<file path="src/inc/ptss_map.svh">
// register offsets, field positions, reset values and timing counts for
// the second loop pll tune and frame reference status registers.
// assumes byte-wide registers on a 16-bit register address.
`ifndef PTSS_MAP_SVH
`define PTSS_MAP_SVH

// ==================================================================
// register offsets
`define PTSS_OFF_CAP_BANK 16'h008c
`define PTSS_OFF_ERR_LOW 16'h008d
`define PTSS_OFF_TUNE_STATUS 16'h008e
`define PTSS_OFF_FSM_STATE 16'h008f
`define PTSS_OFF_RESERVED 16'h0090
`define PTSS_OFF_FRAME_REF 16'h0091

// ==================================================================
// field positions
`define PTSS_BIT_TUNE_BUSY 7
`define PTSS_BIT_ERR_SIGN 6
`define PTSS_BIT_CH_BUSY 4

// ==================================================================
// reset values
`define PTSS_RST_BYTE 8'h00
`define PTSS_RST_ERR 14'h0000

// ==================================================================
// frame reference step codes as read back
`define PTSS_CODE_RESET 4'h0
`define PTSS_CODE_DONE 4'h2
`define PTSS_CODE_GET0 4'h4
`define PTSS_CODE_GET1 4'h5
`define PTSS_CODE_GET2 4'h6
`define PTSS_CODE_RUN 4'ha
`define PTSS_CODE_START 4'hb
`define PTSS_CODE_PWR0 4'hc
`define PTSS_CODE_PWR1 4'hd
`define PTSS_CODE_PWR2 4'he
`define PTSS_CODE_CLEAR 4'hf

// ==================================================================
// timing: core_clk cycles between two frame reference sequencer steps
`define PTSS_STEP_DIV 8

`endif

</file>
<file path="src/inc/ptss_pkg.sv">
// types shared by the tune and frame reference status registers.
// assumes ptss_map.svh sits on the include path.
package ptss_pkg;

  // ================================================================
  // frame reference sequencer states, one-hot
  typedef enum logic [10:0] {
    FR_RESET = 11'b000_0000_0001,
    FR_DONE = 11'b000_0000_0010,
    FR_GET0 = 11'b000_0000_0100,
    FR_GET1 = 11'b000_0000_1000,
    FR_GET2 = 11'b000_0001_0000,
    FR_RUN = 11'b000_0010_0000,
    FR_START = 11'b000_0100_0000,
    FR_PWR0 = 11'b000_1000_0000,
    FR_PWR1 = 11'b001_0000_0000,
    FR_PWR2 = 11'b010_0000_0000,
    FR_CLEAR = 11'b100_0000_0000
  } ptss_fr_state_t;

  // which trigger started the running progression
  typedef enum logic [2:0] {
    TRIG_RESEED = 3'b001,
    TRIG_PULSE = 3'b010,
    TRIG_RSVD = 3'b100
  } ptss_trig_t;

  // result of one autotune run, as handed over by the tune engine
  typedef struct packed {
    logic [7:0] cap_bank;
    logic err_sign;
    logic [13:0] err_count;
  } ptss_tune_result_t;

  // live status from the tune and sync-carry engines
  typedef struct packed {
    logic busy;
    logic [3:0] tune_state;
    logic [3:0] sync_state;
  } ptss_tune_live_t;

endpackage

</file>
<file path="src/hw/ptss_regs.sv">
// status registers of the second loop pll autotune and the frame
// reference generator, with the frame reference step sequencer.
// assumes all status inputs come from logic on core_clk.
//
// Functional notes
// - A finished autotune run loads the cap bank register with its vco bank.
// - The low error byte shows bits 7:0 of the 14-bit tuning-voltage error.
// - Bits 5:0 of the tune status register show bits 13:8 of the error count.
// - Tune status bit 7 is the autotune busy flag, bit 6 the error sign.
// - Bits 7:4 of the state register report the autotune state machine code.
// - Bits 3:0 of the state register show the sync-carry state machine code.
// - Frame reference status bit 4 is 1 while a channel output machine runs.
// - Frame reference status bits 3:0 show the frame reference sequencer step.
// - The sequencer takes one of three progressions set by its trigger.
`timescale 1ns/100ps
`include "ptss_map.svh"

module ptss_regs #(
  parameter int STEP_DIV = `PTSS_STEP_DIV
) (
  input wire logic core_clk,
  input wire logic rst,
  // register port
  input wire logic reg_rd_en,
  input wire logic reg_wr_en,
  input wire logic [15:0] reg_addr,
  input wire logic [7:0] reg_wr_data,
  output logic [7:0] reg_rd_data_q,
  output logic reg_rd_valid_q,
  // tune engine
  input wire logic tune_done,
  input wire ptss_pkg::ptss_tune_result_t tune_result,
  input wire ptss_pkg::ptss_tune_live_t tune_live,
  // clock distribution
  input wire logic channel_busy,
  // frame reference triggers and pulse generator end
  input wire logic reseed_req,
  input wire logic pulse_req,
  input wire logic rsvd_req,
  input wire logic pulse_finished,
  output logic [3:0] frame_ref_step_q
);

  // ================================================================
  // step code for each sequencer state
  function automatic logic [3:0] step_code(ptss_pkg::ptss_fr_state_t s);
    logic [3:0] c;
    c = `PTSS_CODE_RESET;
    case (s)
      ptss_pkg::FR_DONE: c = `PTSS_CODE_DONE;
      ptss_pkg::FR_GET0: c = `PTSS_CODE_GET0;
      ptss_pkg::FR_GET1: c = `PTSS_CODE_GET1;
      ptss_pkg::FR_GET2: c = `PTSS_CODE_GET2;
      ptss_pkg::FR_RUN: c = `PTSS_CODE_RUN;
      ptss_pkg::FR_START: c = `PTSS_CODE_START;
      ptss_pkg::FR_PWR0: c = `PTSS_CODE_PWR0;
      ptss_pkg::FR_PWR1: c = `PTSS_CODE_PWR1;
      ptss_pkg::FR_PWR2: c = `PTSS_CODE_PWR2;
      ptss_pkg::FR_CLEAR: c = `PTSS_CODE_CLEAR;
      default: c = `PTSS_CODE_RESET;
    endcase
    return c;
  endfunction

  // ================================================================
  // captured and sampled status
  logic [7:0] cap_bank_q;
  logic err_sign_q;
  logic [13:0] err_count_q;
  ptss_pkg::ptss_tune_live_t live_q;
  logic ch_busy_q;

  // the result is held between runs so software can read it at leisure
  always_ff @(posedge core_clk or posedge rst) begin
    if (rst) begin
      cap_bank_q <= `PTSS_RST_BYTE;
      err_sign_q <= 1'b0;
      err_count_q <= `PTSS_RST_ERR;
    end else if (tune_done) begin
      cap_bank_q <= tune_result.cap_bank;
      err_sign_q <= tune_result.err_sign;
      err_count_q <= tune_result.err_count;
    end
  end

  // live flags sampled each cycle, one cycle behind their source
  always_ff @(posedge core_clk or posedge rst) begin
    if (rst) begin
      live_q <= '0;
      ch_busy_q <= 1'b0;
    end else begin
      live_q <= tune_live;
      ch_busy_q <= channel_busy;
    end
  end

  // ================================================================
  // step rate divider: one-cycle enable every STEP_DIV cycles
  logic [7:0] div_q;
  logic step_en;

  assign step_en = (div_q == 8'(STEP_DIV - 1));

  always_ff @(posedge core_clk or posedge rst) begin
    if (rst) begin
      div_q <= 8'h00;
    end else if (step_en) begin
      div_q <= 8'h00;
    end else begin
      div_q <= div_q + 8'h01;
    end
  end

  // ================================================================
  // frame reference sequencer
  ptss_pkg::ptss_fr_state_t fr_q;
  ptss_pkg::ptss_fr_state_t fr_d;
  ptss_pkg::ptss_trig_t trig_q;
  logic pulse_seen_q;

  // triggers only start a progression from rest; reseed has priority,
  // then the pulse generator, so a collision picks one path
  always_ff @(posedge core_clk or posedge rst) begin
    if (rst) begin
      trig_q <= ptss_pkg::TRIG_RSVD;
    end else if (fr_q == ptss_pkg::FR_RESET) begin
      if (reseed_req) begin
        trig_q <= ptss_pkg::TRIG_RESEED;
      end else if (pulse_req) begin
        trig_q <= ptss_pkg::TRIG_PULSE;
      end else if (rsvd_req) begin
        trig_q <= ptss_pkg::TRIG_RSVD;
      end
    end
  end

  // the pulse end is caught sticky so it is not lost between steps;
  // a new end outranks the clear applied in every step but the running one
  always_ff @(posedge core_clk or posedge rst) begin
    if (rst) begin
      pulse_seen_q <= 1'b0;
    end else if (pulse_finished) begin
      pulse_seen_q <= 1'b1;
    end else if (fr_q != ptss_pkg::FR_RUN) begin
      pulse_seen_q <= 1'b0;
    end
  end

  // next state: leaving rest is immediate, later steps wait on step_en
  always_comb begin
    fr_d = fr_q;
    case (fr_q)
      ptss_pkg::FR_RESET: begin
        if (reseed_req || pulse_req || rsvd_req) begin
          fr_d = ptss_pkg::FR_GET0;
        end
      end
      ptss_pkg::FR_GET0: begin
        if (step_en) fr_d = ptss_pkg::FR_GET1;
      end
      ptss_pkg::FR_GET1: begin
        if (step_en) fr_d = ptss_pkg::FR_GET2;
      end
      ptss_pkg::FR_GET2: begin
        if (step_en) begin
          case (trig_q)
            ptss_pkg::TRIG_RESEED: fr_d = ptss_pkg::FR_PWR0;
            ptss_pkg::TRIG_PULSE: fr_d = ptss_pkg::FR_START;
            default: fr_d = ptss_pkg::FR_DONE;
          endcase
        end
      end
      ptss_pkg::FR_PWR0: begin
        if (step_en) fr_d = ptss_pkg::FR_PWR1;
      end
      ptss_pkg::FR_PWR1: begin
        if (step_en) fr_d = ptss_pkg::FR_PWR2;
      end
      ptss_pkg::FR_PWR2: begin
        if (step_en) fr_d = ptss_pkg::FR_CLEAR;
      end
      ptss_pkg::FR_CLEAR: begin
        if (step_en) fr_d = ptss_pkg::FR_START;
      end
      ptss_pkg::FR_START: begin
        if (step_en) begin
          if (trig_q == ptss_pkg::TRIG_PULSE) begin
            fr_d = ptss_pkg::FR_RUN;
          end else begin
            fr_d = ptss_pkg::FR_DONE;
          end
        end
      end
      ptss_pkg::FR_RUN: begin
        // held as long as the pulse generator runs
        if (step_en && pulse_seen_q) fr_d = ptss_pkg::FR_DONE;
      end
      ptss_pkg::FR_DONE: begin
        if (step_en) fr_d = ptss_pkg::FR_RESET;
      end
      default: fr_d = ptss_pkg::FR_RESET;
    endcase
  end

  always_ff @(posedge core_clk or posedge rst) begin
    if (rst) begin
      fr_q <= ptss_pkg::FR_RESET;
    end else begin
      fr_q <= fr_d;
    end
  end

  // step code out, from a flop like every other output
  always_ff @(posedge core_clk or posedge rst) begin
    if (rst) begin
      frame_ref_step_q <= `PTSS_CODE_RESET;
    end else begin
      frame_ref_step_q <= step_code(fr_d);
    end
  end

  // ================================================================
  // read port: answer one cycle after reg_rd_en; writes are dropped,
  // so reg_wr_data steers nothing and reg_wr_en only withholds reg_rd_valid_q
  logic [7:0] rd_mux;

  always_comb begin
    rd_mux = 8'h00;
    if (reg_addr == `PTSS_OFF_CAP_BANK) begin
      rd_mux = cap_bank_q;
    end else if (reg_addr == `PTSS_OFF_ERR_LOW) begin
      rd_mux = err_count_q[7:0];
    end else if (reg_addr == `PTSS_OFF_TUNE_STATUS) begin
      rd_mux = {live_q.busy, err_sign_q, err_count_q[13:8]};
    end else if (reg_addr == `PTSS_OFF_FSM_STATE) begin
      rd_mux = {live_q.tune_state, live_q.sync_state};
    end else if (reg_addr == `PTSS_OFF_FRAME_REF) begin
      rd_mux = {3'h0, ch_busy_q, frame_ref_step_q};
    end else begin
      rd_mux = 8'h00; // reserved byte and unmapped addresses
    end
  end

  always_ff @(posedge core_clk or posedge rst) begin
    if (rst) begin
      reg_rd_data_q <= `PTSS_RST_BYTE;
      reg_rd_valid_q <= 1'b0;
    end else begin
      reg_rd_valid_q <= reg_rd_en && !reg_wr_en;
      if (reg_rd_en) begin
        reg_rd_data_q <= rd_mux;
      end
    end
  end

endmodule

</file>
<file path="config.mk">
export PLATFORM = sky130hd
export DESIGN_NAME = ptss_regs
export DESIGN_NICKNAME = d
export VERILOG_FILES = /design/src/inc/ptss_pkg.sv /design/src/hw/ptss_regs.sv
export VERILOG_INCLUDE_DIRS = /design/src /design/src/inc
export SDC_FILE = /design/constraint.sdc
export NUM_CORES = 1
export LEC_CHECK = 0
export BUFFER_PORTS_ARGS = -buffer_cell sky130_fd_sc_hd__buf_2
export CAP_MARGIN = 20
export CORE_AREA = 3 3 83 85
export CTS_CLUSTER_SIZE = 30
export DETAILED_ROUTE_END_ITERATION = 10
export DIE_AREA = 0 0 86 88
export GPL_ROUTABILITY_DRIVEN = 0
export PLACE_DENSITY_LB_ADDON = 0.1
export SYNTH_ARGS = -nofsm -noshare
export SYNTH_HDL_FRONTEND = slang
export SYNTH_SLANG_ARGS = --single-unit
</file>
<file path="constraint.sdc">
create_clock -name core_clk -period 5.1 [get_ports core_clk]
set_clock_uncertainty 0.15 [all_clocks]
set_input_delay 1.02 -clock core_clk [delete_from_list [all_inputs] [get_ports core_clk]]
set_output_delay 1.02 -clock core_clk [all_outputs]
set_load 0.005 [all_outputs]
</file>
# [Yosys cells after proc, flatten, opt, wreduce, memory -nomap -nowiden]
# Cells that the tools add are included.
[totals] reg_bits=69 output_inout_bits=13 word_cells=79
[classes] add_sub_neg=1 eq_ne=30 muxes=26 reduce_logical=8
[ops] operator="11-bit two-way mux" count=11
[ops] operator="11-bit case mux with 11 select lines" count=1
[ops] operator="16-bit by 8-bit == test with 1-bit output (second input constant)" count=5
[ops] operator="8-bit two-way mux" count=5
[ops] operator="4-bit case mux with 10 select lines" count=1
[ops] operator="11-bit by 10-bit == test with 1-bit output (second input constant)" count=2
[ops] operator="11-bit == test (second input constant)" count=2
[ops] operator="11-bit by 2-bit == test with 1-bit output (second input constant)" count=2
[ops] operator="11-bit by 3-bit == test with 1-bit output (second input constant)" count=2
[ops] operator="11-bit by 4-bit == test with 1-bit output (second input constant)" count=2
[ops] operator="11-bit by 5-bit == test with 1-bit output (second input constant)" count=2
[ops] operator="11-bit by 6-bit == test with 1-bit output (second input constant)" count=2
[ops] operator="11-bit by 7-bit == test with 1-bit output (second input constant)" count=2
[ops] operator="11-bit by 8-bit == test with 1-bit output (second input constant)" count=2
[ops] operator="11-bit by 9-bit == test with 1-bit output (second input constant)" count=2
[ops] operator="8-bit case mux with 2 select lines" count=1
[ops] operator="11-bit by 1-bit == test with 1-bit output (second input constant)" count=1
[ops] operator="11-bit by 6-bit != test with 1-bit output (second input constant)" count=1
[ops] operator="3-bit two-way mux" count=3
[ops] operator="8-bit by 1-bit adder with 8-bit output (second input constant)" count=1
[ops] operator="8-bit by 3-bit == test with 1-bit output (second input constant)" count=1
[ops] operator="6-bit two-way mux" count=1
[ops] operator="5-bit two-way mux" count=1
[ops] operator="3-bit by 1-bit == test with 1-bit output (second input constant)" count=1
[ops] operator="other kinds (8)" count=11

# [Depth between registers and ports, before layout]
# Gate-level depths: netlist of run 1.
[depth] word_depth=6 ltp_mapped=8

# [Least setup slack after synthesis of run 1]
# Ideal clock, no wire load.
[synth_path] path_type="input -> register" start="in reg_addr[13]" end="reg reg_rd_data_q[0]" setup_time_ns=0.141 arrival_time_ns=2.199 required_ns=4.809 slack_ns=2.609 path_stages=7 n_path_buf=1 cell_sequence="nor4_1 -> nand4_1 -> nor3_1 -> buf_2 -> nand3_1 -> o21ai_0 -> a31oi_1"
[synth_between] elab_chain_len=6 word_cells_on_any_way=10 classes_between="eq/ne (5); mux (5)"
[synth_rtl] element="start: declaration" line_no="ptss_regs.sv:26" source="input wire logic [15:0] reg_addr,"
[synth_rtl] element="16-bit by 8-bit == test with 1-bit output (no line)"
[synth_rtl] element="5-bit two-way mux" line_no="ptss_regs.sv:237" source="end else if (reg_addr == `PTSS_OFF_FRAME_REF) begin"
[synth_rtl] element="8-bit two-way mux" line_no="ptss_regs.sv:235" source="end else if (reg_addr == `PTSS_OFF_FSM_STATE) begin"
[synth_rtl] element="8-bit two-way mux" line_no="ptss_regs.sv:233" source="end else if (reg_addr == `PTSS_OFF_TUNE_STATUS) begin"
[synth_rtl] element="8-bit two-way mux" line_no="ptss_regs.sv:231" source="end else if (reg_addr == `PTSS_OFF_ERR_LOW) begin"
[synth_rtl] element="8-bit two-way mux *" line_no="ptss_regs.sv:229" source="if (reg_addr == `PTSS_OFF_CAP_BANK) begin"
[synth_rtl] element="end signal: assignment" line_no="ptss_regs.sv:246" source="reg_rd_data_q <= `PTSS_RST_BYTE;"
[synth_rtl] element="end signal: assignment" line_no="ptss_regs.sv:251" source="reg_rd_data_q <= rd_mux;"
[synth_rtl] element="end: declaration" line_no="ptss_regs.sv:28" source="output logic [7:0] reg_rd_data_q,"
# Every way passes the cells marked *; elsewhere a longest branch is shown, timed or not.
# A chain may end at the register's enable or synchronous reset.

# [Final worst setup path of run 1]
[layout_path] start="in reg_addr[9]" end="reg reg_rd_data_q[3]"
# The elaborated chain is that of the path after synthesis.

==> results of run 1 <==
-- cell type report --
type | instances | area, um2
sequential | 69 | 1730
clock inverter | 5 | 60.1
fill | 534 | 2360
timing repair buffer | 72 | 365
tap | 77 | 96.3
multi-input combinational | 223 | 1510
inverter | 4 | 15.0
clock buffer | 11 | 141
-- cells in the final DEF, fill, tap and decap left out, drive strengths merged, types with 4 or more instances in the layout --
| cell type | netlist | routed |
|---|---|---|
| and2 | 4 | 4 |
| nand3 | 11 | 11 |
| nor3 | 6 | 6 |
| buf | 8 | 72 |
| xnor2 | 5 | 5 |
| clkbuf | 9 | 11 |
| mux2 | 23 | 23 |
| nand2 | 33 | 33 |
| dfrtp | 67 | 67 |
| inv | 4 | 4 |
| a21oi | 10 | 10 |
| nor4 | 8 | 8 |
| nor2b | 5 | 5 |
| nor2 | 25 | 25 |
| and3 | 5 | 5 |
| xor2 | 5 | 5 |
| a22o | 5 | 5 |
| o21ai | 23 | 23 |
| nand4 | 6 | 6 |
| nand3b | 4 | 4 |
| a31oi | 6 | 6 |
-- power breakdown --
| part | total, mW | switching [mW] | internal [mW] |
|---|---|---|---|
| clock network | 0.448 | 0.208 | 0.240 |
| logic | 0.253 | 0.137 | 0.116 |
| registers | 0.654 | 0.0477 | 0.606 |
-- registers in the layout, indices dropped and copies added (netlist names) --
register / count
err_sign_q: 1
reg_rd_valid_q: 1
live_q: 9
div_q: 8
reg_rd_data_q: 8
fr_q: 11
trig_q: 3
err_count_q: 14
frame_ref_step_q: 4
ch_busy_q: 1
cap_bank_q: 8
pulse_seen_q: 1
-- metrics by stage --
step,worst slack [ns],utilization,cell area [um2],instances
floorplan,2.19,-,3370,313
global placement,2.26,0.592,3720,445
detailed placement,2.18,0.592,3720,445
CTS,2.54,0.624,3920,461
global route,2.35,0.624,3920,461
finish,2.53,0.624,3920,461
-- cell families (layout without fill, tap and decap cells) --
family | count (synthesis) | in the layout | share of synthesized area
muxes | 24 | 24 | 0.0798
DFF | 69 | 69 | 0.513
xor gates and xnor gates | 10 | 10 | 0.0260
adders and majority gates | 1 | 1 | 0.00371
and+or+nand+nor | 125 | 125 | 0.210
buffers and inverters | 21 | 92 | 0.0386
AOI/OAI and AO/OA | 63 | 63 | 0.128
-- metal layers --
layer  vias to the layer above  global-route usage
met5                         -                   0
met4                         0              0.0791
met3                        11              0.0480
met2                        60               0.358
met1                      1267               0.256
li1                       1277                   -
-- how the worst max path moves through the flow --
stage | to | slack, ns | cells past startpoint
after detailed placement | reg_rd_data_q[3] | 2.18 | 7
after floorplan | cap_bank_q[0] | 2.19 | 1
after CTS | reg_rd_data_q[3] | 2.54 | 7
after global placement | reg_rd_data_q[3] | 2.26 | 7
after global routing | reg_rd_data_q[5] | 2.35 | 8
final | reg_rd_data_q[3] | 2.53 | 7
==> results.py, run 1 <==
metrics = {
    "status": {
        "status": "complete, no violations",
    },
    "timing": {
        "finalCriticalPeriod_ns": 2.57,
        "setup_viol": 0,
        "fin_crit_sh": 0.504,
        "fmaxAchievable_ghz": 0.389,
        "hold_violations": 0,
        "slew_headroom": 0.387,
        "final.setup.tns_ns": 0,
        "tightest_slew_ns": 0.919,
        "rsz0062_at_grt": "false",
        "hold_slack_ns": 0.302,
        "drv_slew": 0,
    },
    "hold_path": {
        "hold_path_depth": 1,
        "worstHoldEndpoint": "div_q[0]",
        "hp-start": "div_q[0]",
        "worstHoldPathType": "flip-flop to flip-flop",
    },
    "cts": {
        "clkSlewWorstSetupHoldPaths_ns": 0.07,
        "cts_tree": "built",
        "clk_path_buf_depth": 2,
        "cts_buffers": 9,
        "cts-htree-levels": 3,
        "cts_resized": 0,
        "hold_buffers": 0,
        "root_buffer": "clkbuf_8",
        "cts_setup_buffers": 0,
        "clkSinkCount": 69,
        "clock_latency_ns": 0.34,
    },
    "logic_synthesis": {
        "synth_area_leaders": "dfrtp_1 (50%), mux2_2 (7.7%), nand2_1 (3.6%), o21ai_0 (3.4%), nor2_1 (2.8%)",
        "ys_warn_count": 0,
        "synth-seq-cells": 69,
        "synthArstFlopShare": 1.00,
        "synthDistinctLibCells": 60,
        "synth_top_cell_by_area": "dfrtp_1",
        "synth.top_cell.area_share": 0.497,
        "synth_flop_cell": "dfrtp_1",
        "synth_area_um2": 3370,
        "yosysMostFrequentCell": "dfrtp_1",
        "ys_seq_area_frac": 0.513,
        "synthCells": 313,
        "synth_edf_count": 0,
        "syn_nets": 380,
        "synth_common_cells": "dfrtp_1 (67), nand2_1 (32), nor2_1 (25), mux2_2 (23), o21ai_0 (23)",
        "avgSynthCellArea_um2": 10.8,
    },
    "setup_path": {
        "r2r_cells": 6,
        "r2r_start": "fr_q[9]",
        "end_kind": "flip-flop",
        "critPathArrivalTime_ns": 2.68,
        "critical-path-top-delay-family": "simple AND/OR/NAND/NOR gates",
        "crit_required_ns": 5.21,
        "critical_path_class": "primary input to flip-flop",
        "rrSetupSlack_ns": 2.73,
        "slowest_stage": "nor4b_2",
        "worst_r2r_endpoint": "frame_ref_step_q[2]",
        "crit_path_max_fanout": 5,
        "startpoint": "reg_addr[9]",
        "start_kind": "primary input",
        "crit_chain": "buf_2 > nor4_1 > nand4_1 > nor4b_2 > a22o_1 > o21ai_0 > a31oi_1",
        "path_buf_inv": 1,
        "crit_path_max_incr_delay_ns": 0.54,
    },
    "floorplan": {
        "ios": 79,
        "die_area_um2": 7570,
        "start_util": 0.537,
        "core_area_um2": 6280,
        "std_cell_rows": 29,
        "fp.dieH_um": 88,
        "die_x_um": 86,
    },
    "run": {
        "cap_violations": 0,
    },
    "drt": {
        "via_per_inst": 5.67,
        "route.top_layer_used": "met4",
        "wirelength_um": 7320,
        "dr.pass1.iters": 4,
        "vias": 2615,
        "wl_met3_um": 424,
        "drt_iter0_drc": 113,
        "wl_per_cell_um": 15.9,
        "ant_nets": 0,
        "wl_met1_um": 3080,
        "met2_length_um": 3720,
        "drc": 0,
    },
    "power_and_ir_drop": {
        "p_leak_nw": 1.80,
        "fin_total_pwr_mw": 1.35,
        "peakVddDrop_uv": 234,
        "power.density_nw_per_um2": 346,
    },
    "global_routing": {
        "grt_max_degree": 46,
        "grt_usage": 0.208,
        "grt_pass1_vias": 2494,
        "grt_pass1_wl_um": 12100,
        "grt_antenna_before_repair": 0,
        "grt_overflow": 0,
    },
    "cells_and_area": {
        "fin_nets": 446,
        "n_antenna_cell": 0,
        "areaGrowthSynthToFinish_pct": 16.3,
        "layout-drive-gt1-share": 0.331,
    },
    "placed_design": {
        "place_hpwl_um": 5410,
        "port_buffers": 70,
    },
}
(Power assumes the default switching activity.)
==> inputs of run 2 (changes only) <==
Settings changed: CORE_AREA 3 3 83 85 to 3 3 88 90, DIE_AREA 0 0 86 88 to 0 0 91 93.
Clock period 5.1 ns to 2.3 ns, I/O delays scaled along.
==> results.py, run 2 (synthesis gave the netlist of run 1 again) <==
metrics = {
    "global_routing": {
        "grt_antenna_before_repair": 0,
        "grt_overflow": 0,
        "grt_pass1_wl_um": 13600,
        "grt_max_degree": 52,
        "grt_usage": 0.206,
        "grt_pass1_vias": 2812,
    },
    "setup_path": {
        "crit_chain": "buf_4 > nor4_4 > nand2_2 > o31a_1 > buf_6 > a221oi_4 > a2111oi_4 > nand4b_1",
        "path_buf_inv": 2,
        "critical_path_class": "flip-flop to flip-flop",
        "end_kind": "flip-flop",
        "rrSetupSlack_ns": 0.09,
        "crit_path_max_incr_delay_ns": 0.43,
        "critical-path-top-delay-family": "compound AO/OA/AOI/OAI gates",
        "start_kind": "flip-flop",
        "crit_path_end": "frame_ref_step_q[2]",
        "worst_r2r_endpoint": "frame_ref_step_q[2]",
        "r2r_start": "fr_q[9]",
        "slowest_stage": "dfrtp_2",
        "crit_path_max_fanout": 4,
        "startpoint": "fr_q[9]",
        "critPathArrivalTime_ns": 2.34,
        "cp.depth": 8,
        "crit_required_ns": 2.43,
        "r2r_cells": 8,
    },
    "floorplan": {
        "fp.dieH_um": 93,
        "die_area_um2": 8460,
        "die_x_um": 91,
        "core_area_um2": 7140,
        "start_util": 0.472,
        "ios": 79,
        "std_cell_rows": 31,
    },
    "cts": {
        "clock_latency_ns": 0.34,
        "root_buffer": "clkbuf_8",
        "clk_path_buf_depth": 2,
        "clkSinkCount": 69,
        "cts_buffers": 9,
        "cts-htree-levels": 3,
        "cts_tree": "built",
        "clkSlewWorstSetupHoldPaths_ns": 0.08,
    },
    "timing": {
        "final.setup.tns_ns": 0,
        "slew_headroom": 0.623,
        "setup_ws_ns": 0.0891,
        "hold_violations": 0,
        "drv_slew": 0,
        "fin_crit_sh": 0.961,
        "fmaxAchievable_ghz": 0.452,
        "setup_viol": 0,
        "finalCriticalPeriod_ns": 2.21,
        "tightest_slew_ns": 0.566,
    },
    "drt": {
        "drt_iter0_drc": 155,
        "drc": 0,
        "vias": 2809,
        "ant_nets": 0,
        "via_per_inst": 5.35,
        "dr.pass1.iters": 5,
        "wirelength_um": 8260,
        "wl_per_cell_um": 15.7,
    },
    "cells_and_area": {
        "largest_reg_flops": 14,
        "layout-drive-gt1-share": 0.420,
        "areaGrowthSynthToFinish_pct": 29.2,
        "multi_input_area_um2": 1580,
        "largestRegisters": "err_count_q x14, fr_q x11, live_q x9",
        "n_antenna_cell": 0,
        "fin_nets": 488,
        "regArea_um2": 1730,
        "final_cell_mix": "buf_2 (70), dfrtp_1 (64), buf_4 (41)",
        "final_area_um2": 4350,
        "top_register": "err_count_q",
        "layout.cells.most_common": "buf_2",
        "n_fill_cell": 647,
    },
    "placed_design": {
        "place_ws_ns": -0.00729,
        "dpl_cell_area_um2": 4020,
        "port_buffers": 70,
        "place_hpwl_um": 5960,
    },
    "hold_path": {
        "worstHoldPathType": "primary input to flip-flop",
    },
    "run": {
        "cap_violations": 0,
    },
    "power_and_ir_drop": {
        "peakVddDrop_uv": 360,
        "p_leak_nw": 2.02,
        "power.density_nw_per_um2": 716,
        "fin_total_pwr_mw": 3.12,
    },
    "status": {
        "status": "complete, no violations",
    },
}
-- run 2: changes by cell type in the layout (fill, tap and decap cells not counted), sizes merged --
cell         previous run  this run
clkinv                  3         4
clkinvlp                1         2
clkbuf                 11         9
dlygate4sd3             0         1
buf                    72       113
-- run 2: power breakdown --
part	internal (mW)	switching, mW
Sequential	1.34	0.123
Clock	0.504	0.490
Combinational	0.323	0.332
-- run 2: worst min path at each step --
stage | start | to | cells past startpoint
3_5_place_dp | div_q[7] | div_q[7] | 1
3_3_place_gp | div_q[7] | div_q[7] | 1
2_1_floorplan | div_q[0] | div_q[0] | 1
6_report | channel_busy | ch_busy_q | 1
4_1_cts | channel_busy | ch_busy_q | 1
5_1_grt | tune_live[1] | live_q[1] | 1
-- run 2: timing repair --
item	4_1_cts	5_1_grt
buffers inserted	1	5
resized for setup	1	14
endpoints found under the setup margin	2	7
hold buffers	1	0
gates cloned	0	0
hold endpoints to repair	16	0
pin swaps	1	7
-- run 2: metal layers --
layer | track usage | wire [um] | part of all wire
met1 | 0.252 | 3450 | 0.42
met2 | 0.348 | 4330 | 0.52
met3 | 0.0515 | 396 | 0.048
met4 | 0.0867 | 77 | 0.0093
met5 | 0 | 0 | 0
-- run 2: cell type report --
type | count | area share
well taps | 99 | 0.0284
multi-input cells | 223 | 0.363
clock inverters | 7 | 0.0170
repair buffers | 114 | 0.161
flip-flops and latches | 69 | 0.398
clock buffers | 9 | 0.0284
inverters | 4 | 0.00431
-- run 2: stage by stage --
stage          hold WS (ns)   util  std cells
6_report             0.0628  0.610        525
5_1_grt              0.0387  0.610        525
4_1_cts              0.0405  0.595        520
3_5_place_dp          0.326  0.564        502
3_3_place_gp          0.316  0.564        502
2_1_floorplan         0.273      -        313
==> inputs of run 3 (changes only) <==
Settings changed: HOLD_SLACK_MARGIN from default to 0.12.
==> results.py, run 3 (synthesis gave the netlist of run 1 again) <==
metrics = {
    "drt": {
        "ant_nets": 0,
        "wl_met3_um": 328,
        "vias": 2844,
        "drc": 0,
        "dr.pass1.iters": 4,
        "met2_length_um": 4300,
        "wl_per_cell_um": 15.5,
        "wirelength_um": 8330,
        "via_per_inst": 5.31,
        "wl_met1_um": 3610,
        "drt_iter0_drc": 162,
        "route.top_layer_used": "met4",
    },
    "setup_path": {
        "worst_r2r_endpoint": "frame_ref_step_q[2]",
        "rrSetupSlack_ns": 0.08,
        "critPathArrivalTime_ns": 2.36,
        "start_kind": "flip-flop",
        "r2r_start": "fr_q[9]",
        "critical_path_class": "flip-flop to flip-flop",
        "end_kind": "flip-flop",
        "crit_required_ns": 2.43,
        "r2r_cells": 8,
        "crit_path_max_fanout": 4,
    },
    "global_routing": {
        "grt_pass1_vias": 2848,
        "grt_max_degree": 52,
        "grt_antenna_before_repair": 0,
        "grt_pass1_wl_um": 13800,
        "grt_usage": 0.208,
        "grt_overflow": 0,
    },
    "floorplan": {
        "std_cell_rows": 31,
        "fp.dieH_um": 93,
        "start_util": 0.472,
        "ios": 79,
        "die_x_um": 91,
        "die_area_um2": 8460,
        "core_area_um2": 7140,
    },
    "power_and_ir_drop": {
        "p_leak_nw": 2.07,
        "peakVddDrop_uv": 362,
        "power.density_nw_per_um2": 702,
    },
    "hold_path": {
        "worstHoldEndpoint": "pulse_seen_q",
        "worstHoldPathType": "primary input to flip-flop",
        "hold_path_depth": 2,
        "hp-start": "pulse_finished",
    },
    "timing": {
        "finalCriticalPeriod_ns": 2.22,
        "final.setup.tns_ns": 0,
        "drv_slew": 0,
        "slew_headroom": 0.619,
        "tightest_slew_ns": 0.571,
        "setup_viol": 0,
        "hold_violations": 0,
        "fmaxAchievable_ghz": 0.450,
        "fin_crit_sh": 0.967,
    },
    "cells_and_area": {
        "largest_reg_flops": 14,
        "areaGrowthSynthToFinish_pct": 32.4,
        "n_antenna_cell": 0,
        "layout.cells.most_common": "buf_2",
        "top_register": "err_count_q",
        "largestRegisters": "err_count_q x14, fr_q x11, live_q x9",
        "final_cell_mix": "buf_2 (70), dfrtp_1 (64), buf_4 (41)",
        "fin_nets": 499,
        "utilization": 0.626,
        "layout-drive-gt1-share": 0.410,
        "final_area_um2": 4460,
    },
    "cts": {
        "clkSinkCount": 69,
        "clkSlewWorstSetupHoldPaths_ns": 0.08,
        "cts_tree": "built",
        "cts_buffers": 9,
        "cts-htree-levels": 3,
        "root_buffer": "clkbuf_8",
        "clock_latency_ns": 0.35,
        "clk_path_buf_depth": 2,
    },
    "placed_design": {
        "place_hpwl_um": 5960,
        "dpl_cell_area_um2": 4020,
        "port_buffers": 70,
    },
    "run": {
        "cap_violations": 0,
    },
    "status": {
        "status": "complete, no violations",
    },
}
## run 3: cell types whose count changed in the layout (fill, tap and decap cells not counted)
cell           change
dlygate4sd3_1     +11
## run 3: layer usage
layer  vias to the layer above  GRT usage
met5                         -          0
met1                      1398      0.255
li1                       1371          -
met2                        65      0.351
met3                        10     0.0515
met4                         0     0.0867
## run 3: critical path: stages (launching register included)
cell,delay (ns)
dfrtp_2,0.43
buf_4,0.15
nor4_4,0.30
nand2_2,0.10
o31a_1,0.31
buf_6,0.14
a221oi_4,0.37
a2111oi_4,0.09
nand4b_1,0.11
## run 3: worst max-delay path by stage
stage          startpoint                  end  slack [ns]  cells after the start
2_1_floorplan    div_q[0]  frame_ref_step_q[2]        0.20                      8
3_5_place_dp      fr_q[9]  frame_ref_step_q[1]      -0.007                      8
4_1_cts           fr_q[7]  frame_ref_step_q[0]        0.06                      7
6_report          fr_q[9]  frame_ref_step_q[2]        0.08                      8
5_1_grt           fr_q[9]  frame_ref_step_q[2]       -0.03                      8
3_3_place_gp      fr_q[9]  frame_ref_step_q[1]       -0.01                      8
## run 3: where the power goes
| group | internal (mW) | switching, mW |
|---|---|---|
| combinational | 0.336 | 0.335 |
| clock | 0.504 | 0.493 |
| sequential | 1.34 | 0.124 |
| total | 2.18 | 0.952 |
## run 3: repair_timing
action / CTS / global route
resized for setup: 1 / 14
hold endpoints to repair: 27 / 0
hold buffers: 12 / 0
pin swaps: 1 / 7
setup endpoints to repair: 2 / 7
setup buffers: 1 / 5
## run 3: stage by stage
stage          worst slack (ns)  total power, mW  hold slack (ns)  cells
2_1_floorplan             0.199             1.86            0.273    313
3_5_place_dp           -0.00729             2.08            0.326    502
4_1_cts                  0.0614             3.12            0.140    531
5_1_grt                 -0.0280             3.30            0.173    536
3_3_place_gp            -0.0118             2.06            0.316    502
6_report                 0.0764             3.13            0.156    536
## run 3: layout make-up
type                            count  area, um2
Tap cell                           99        124
Multi-Input combinational cell    223       1580
Sequential cell                    69       1730
Timing Repair Buffer              125        810
Clock buffer                        9        124
Fill cell                         635       2670
Inverter                            4       18.8
Clock inverter                      7       73.8
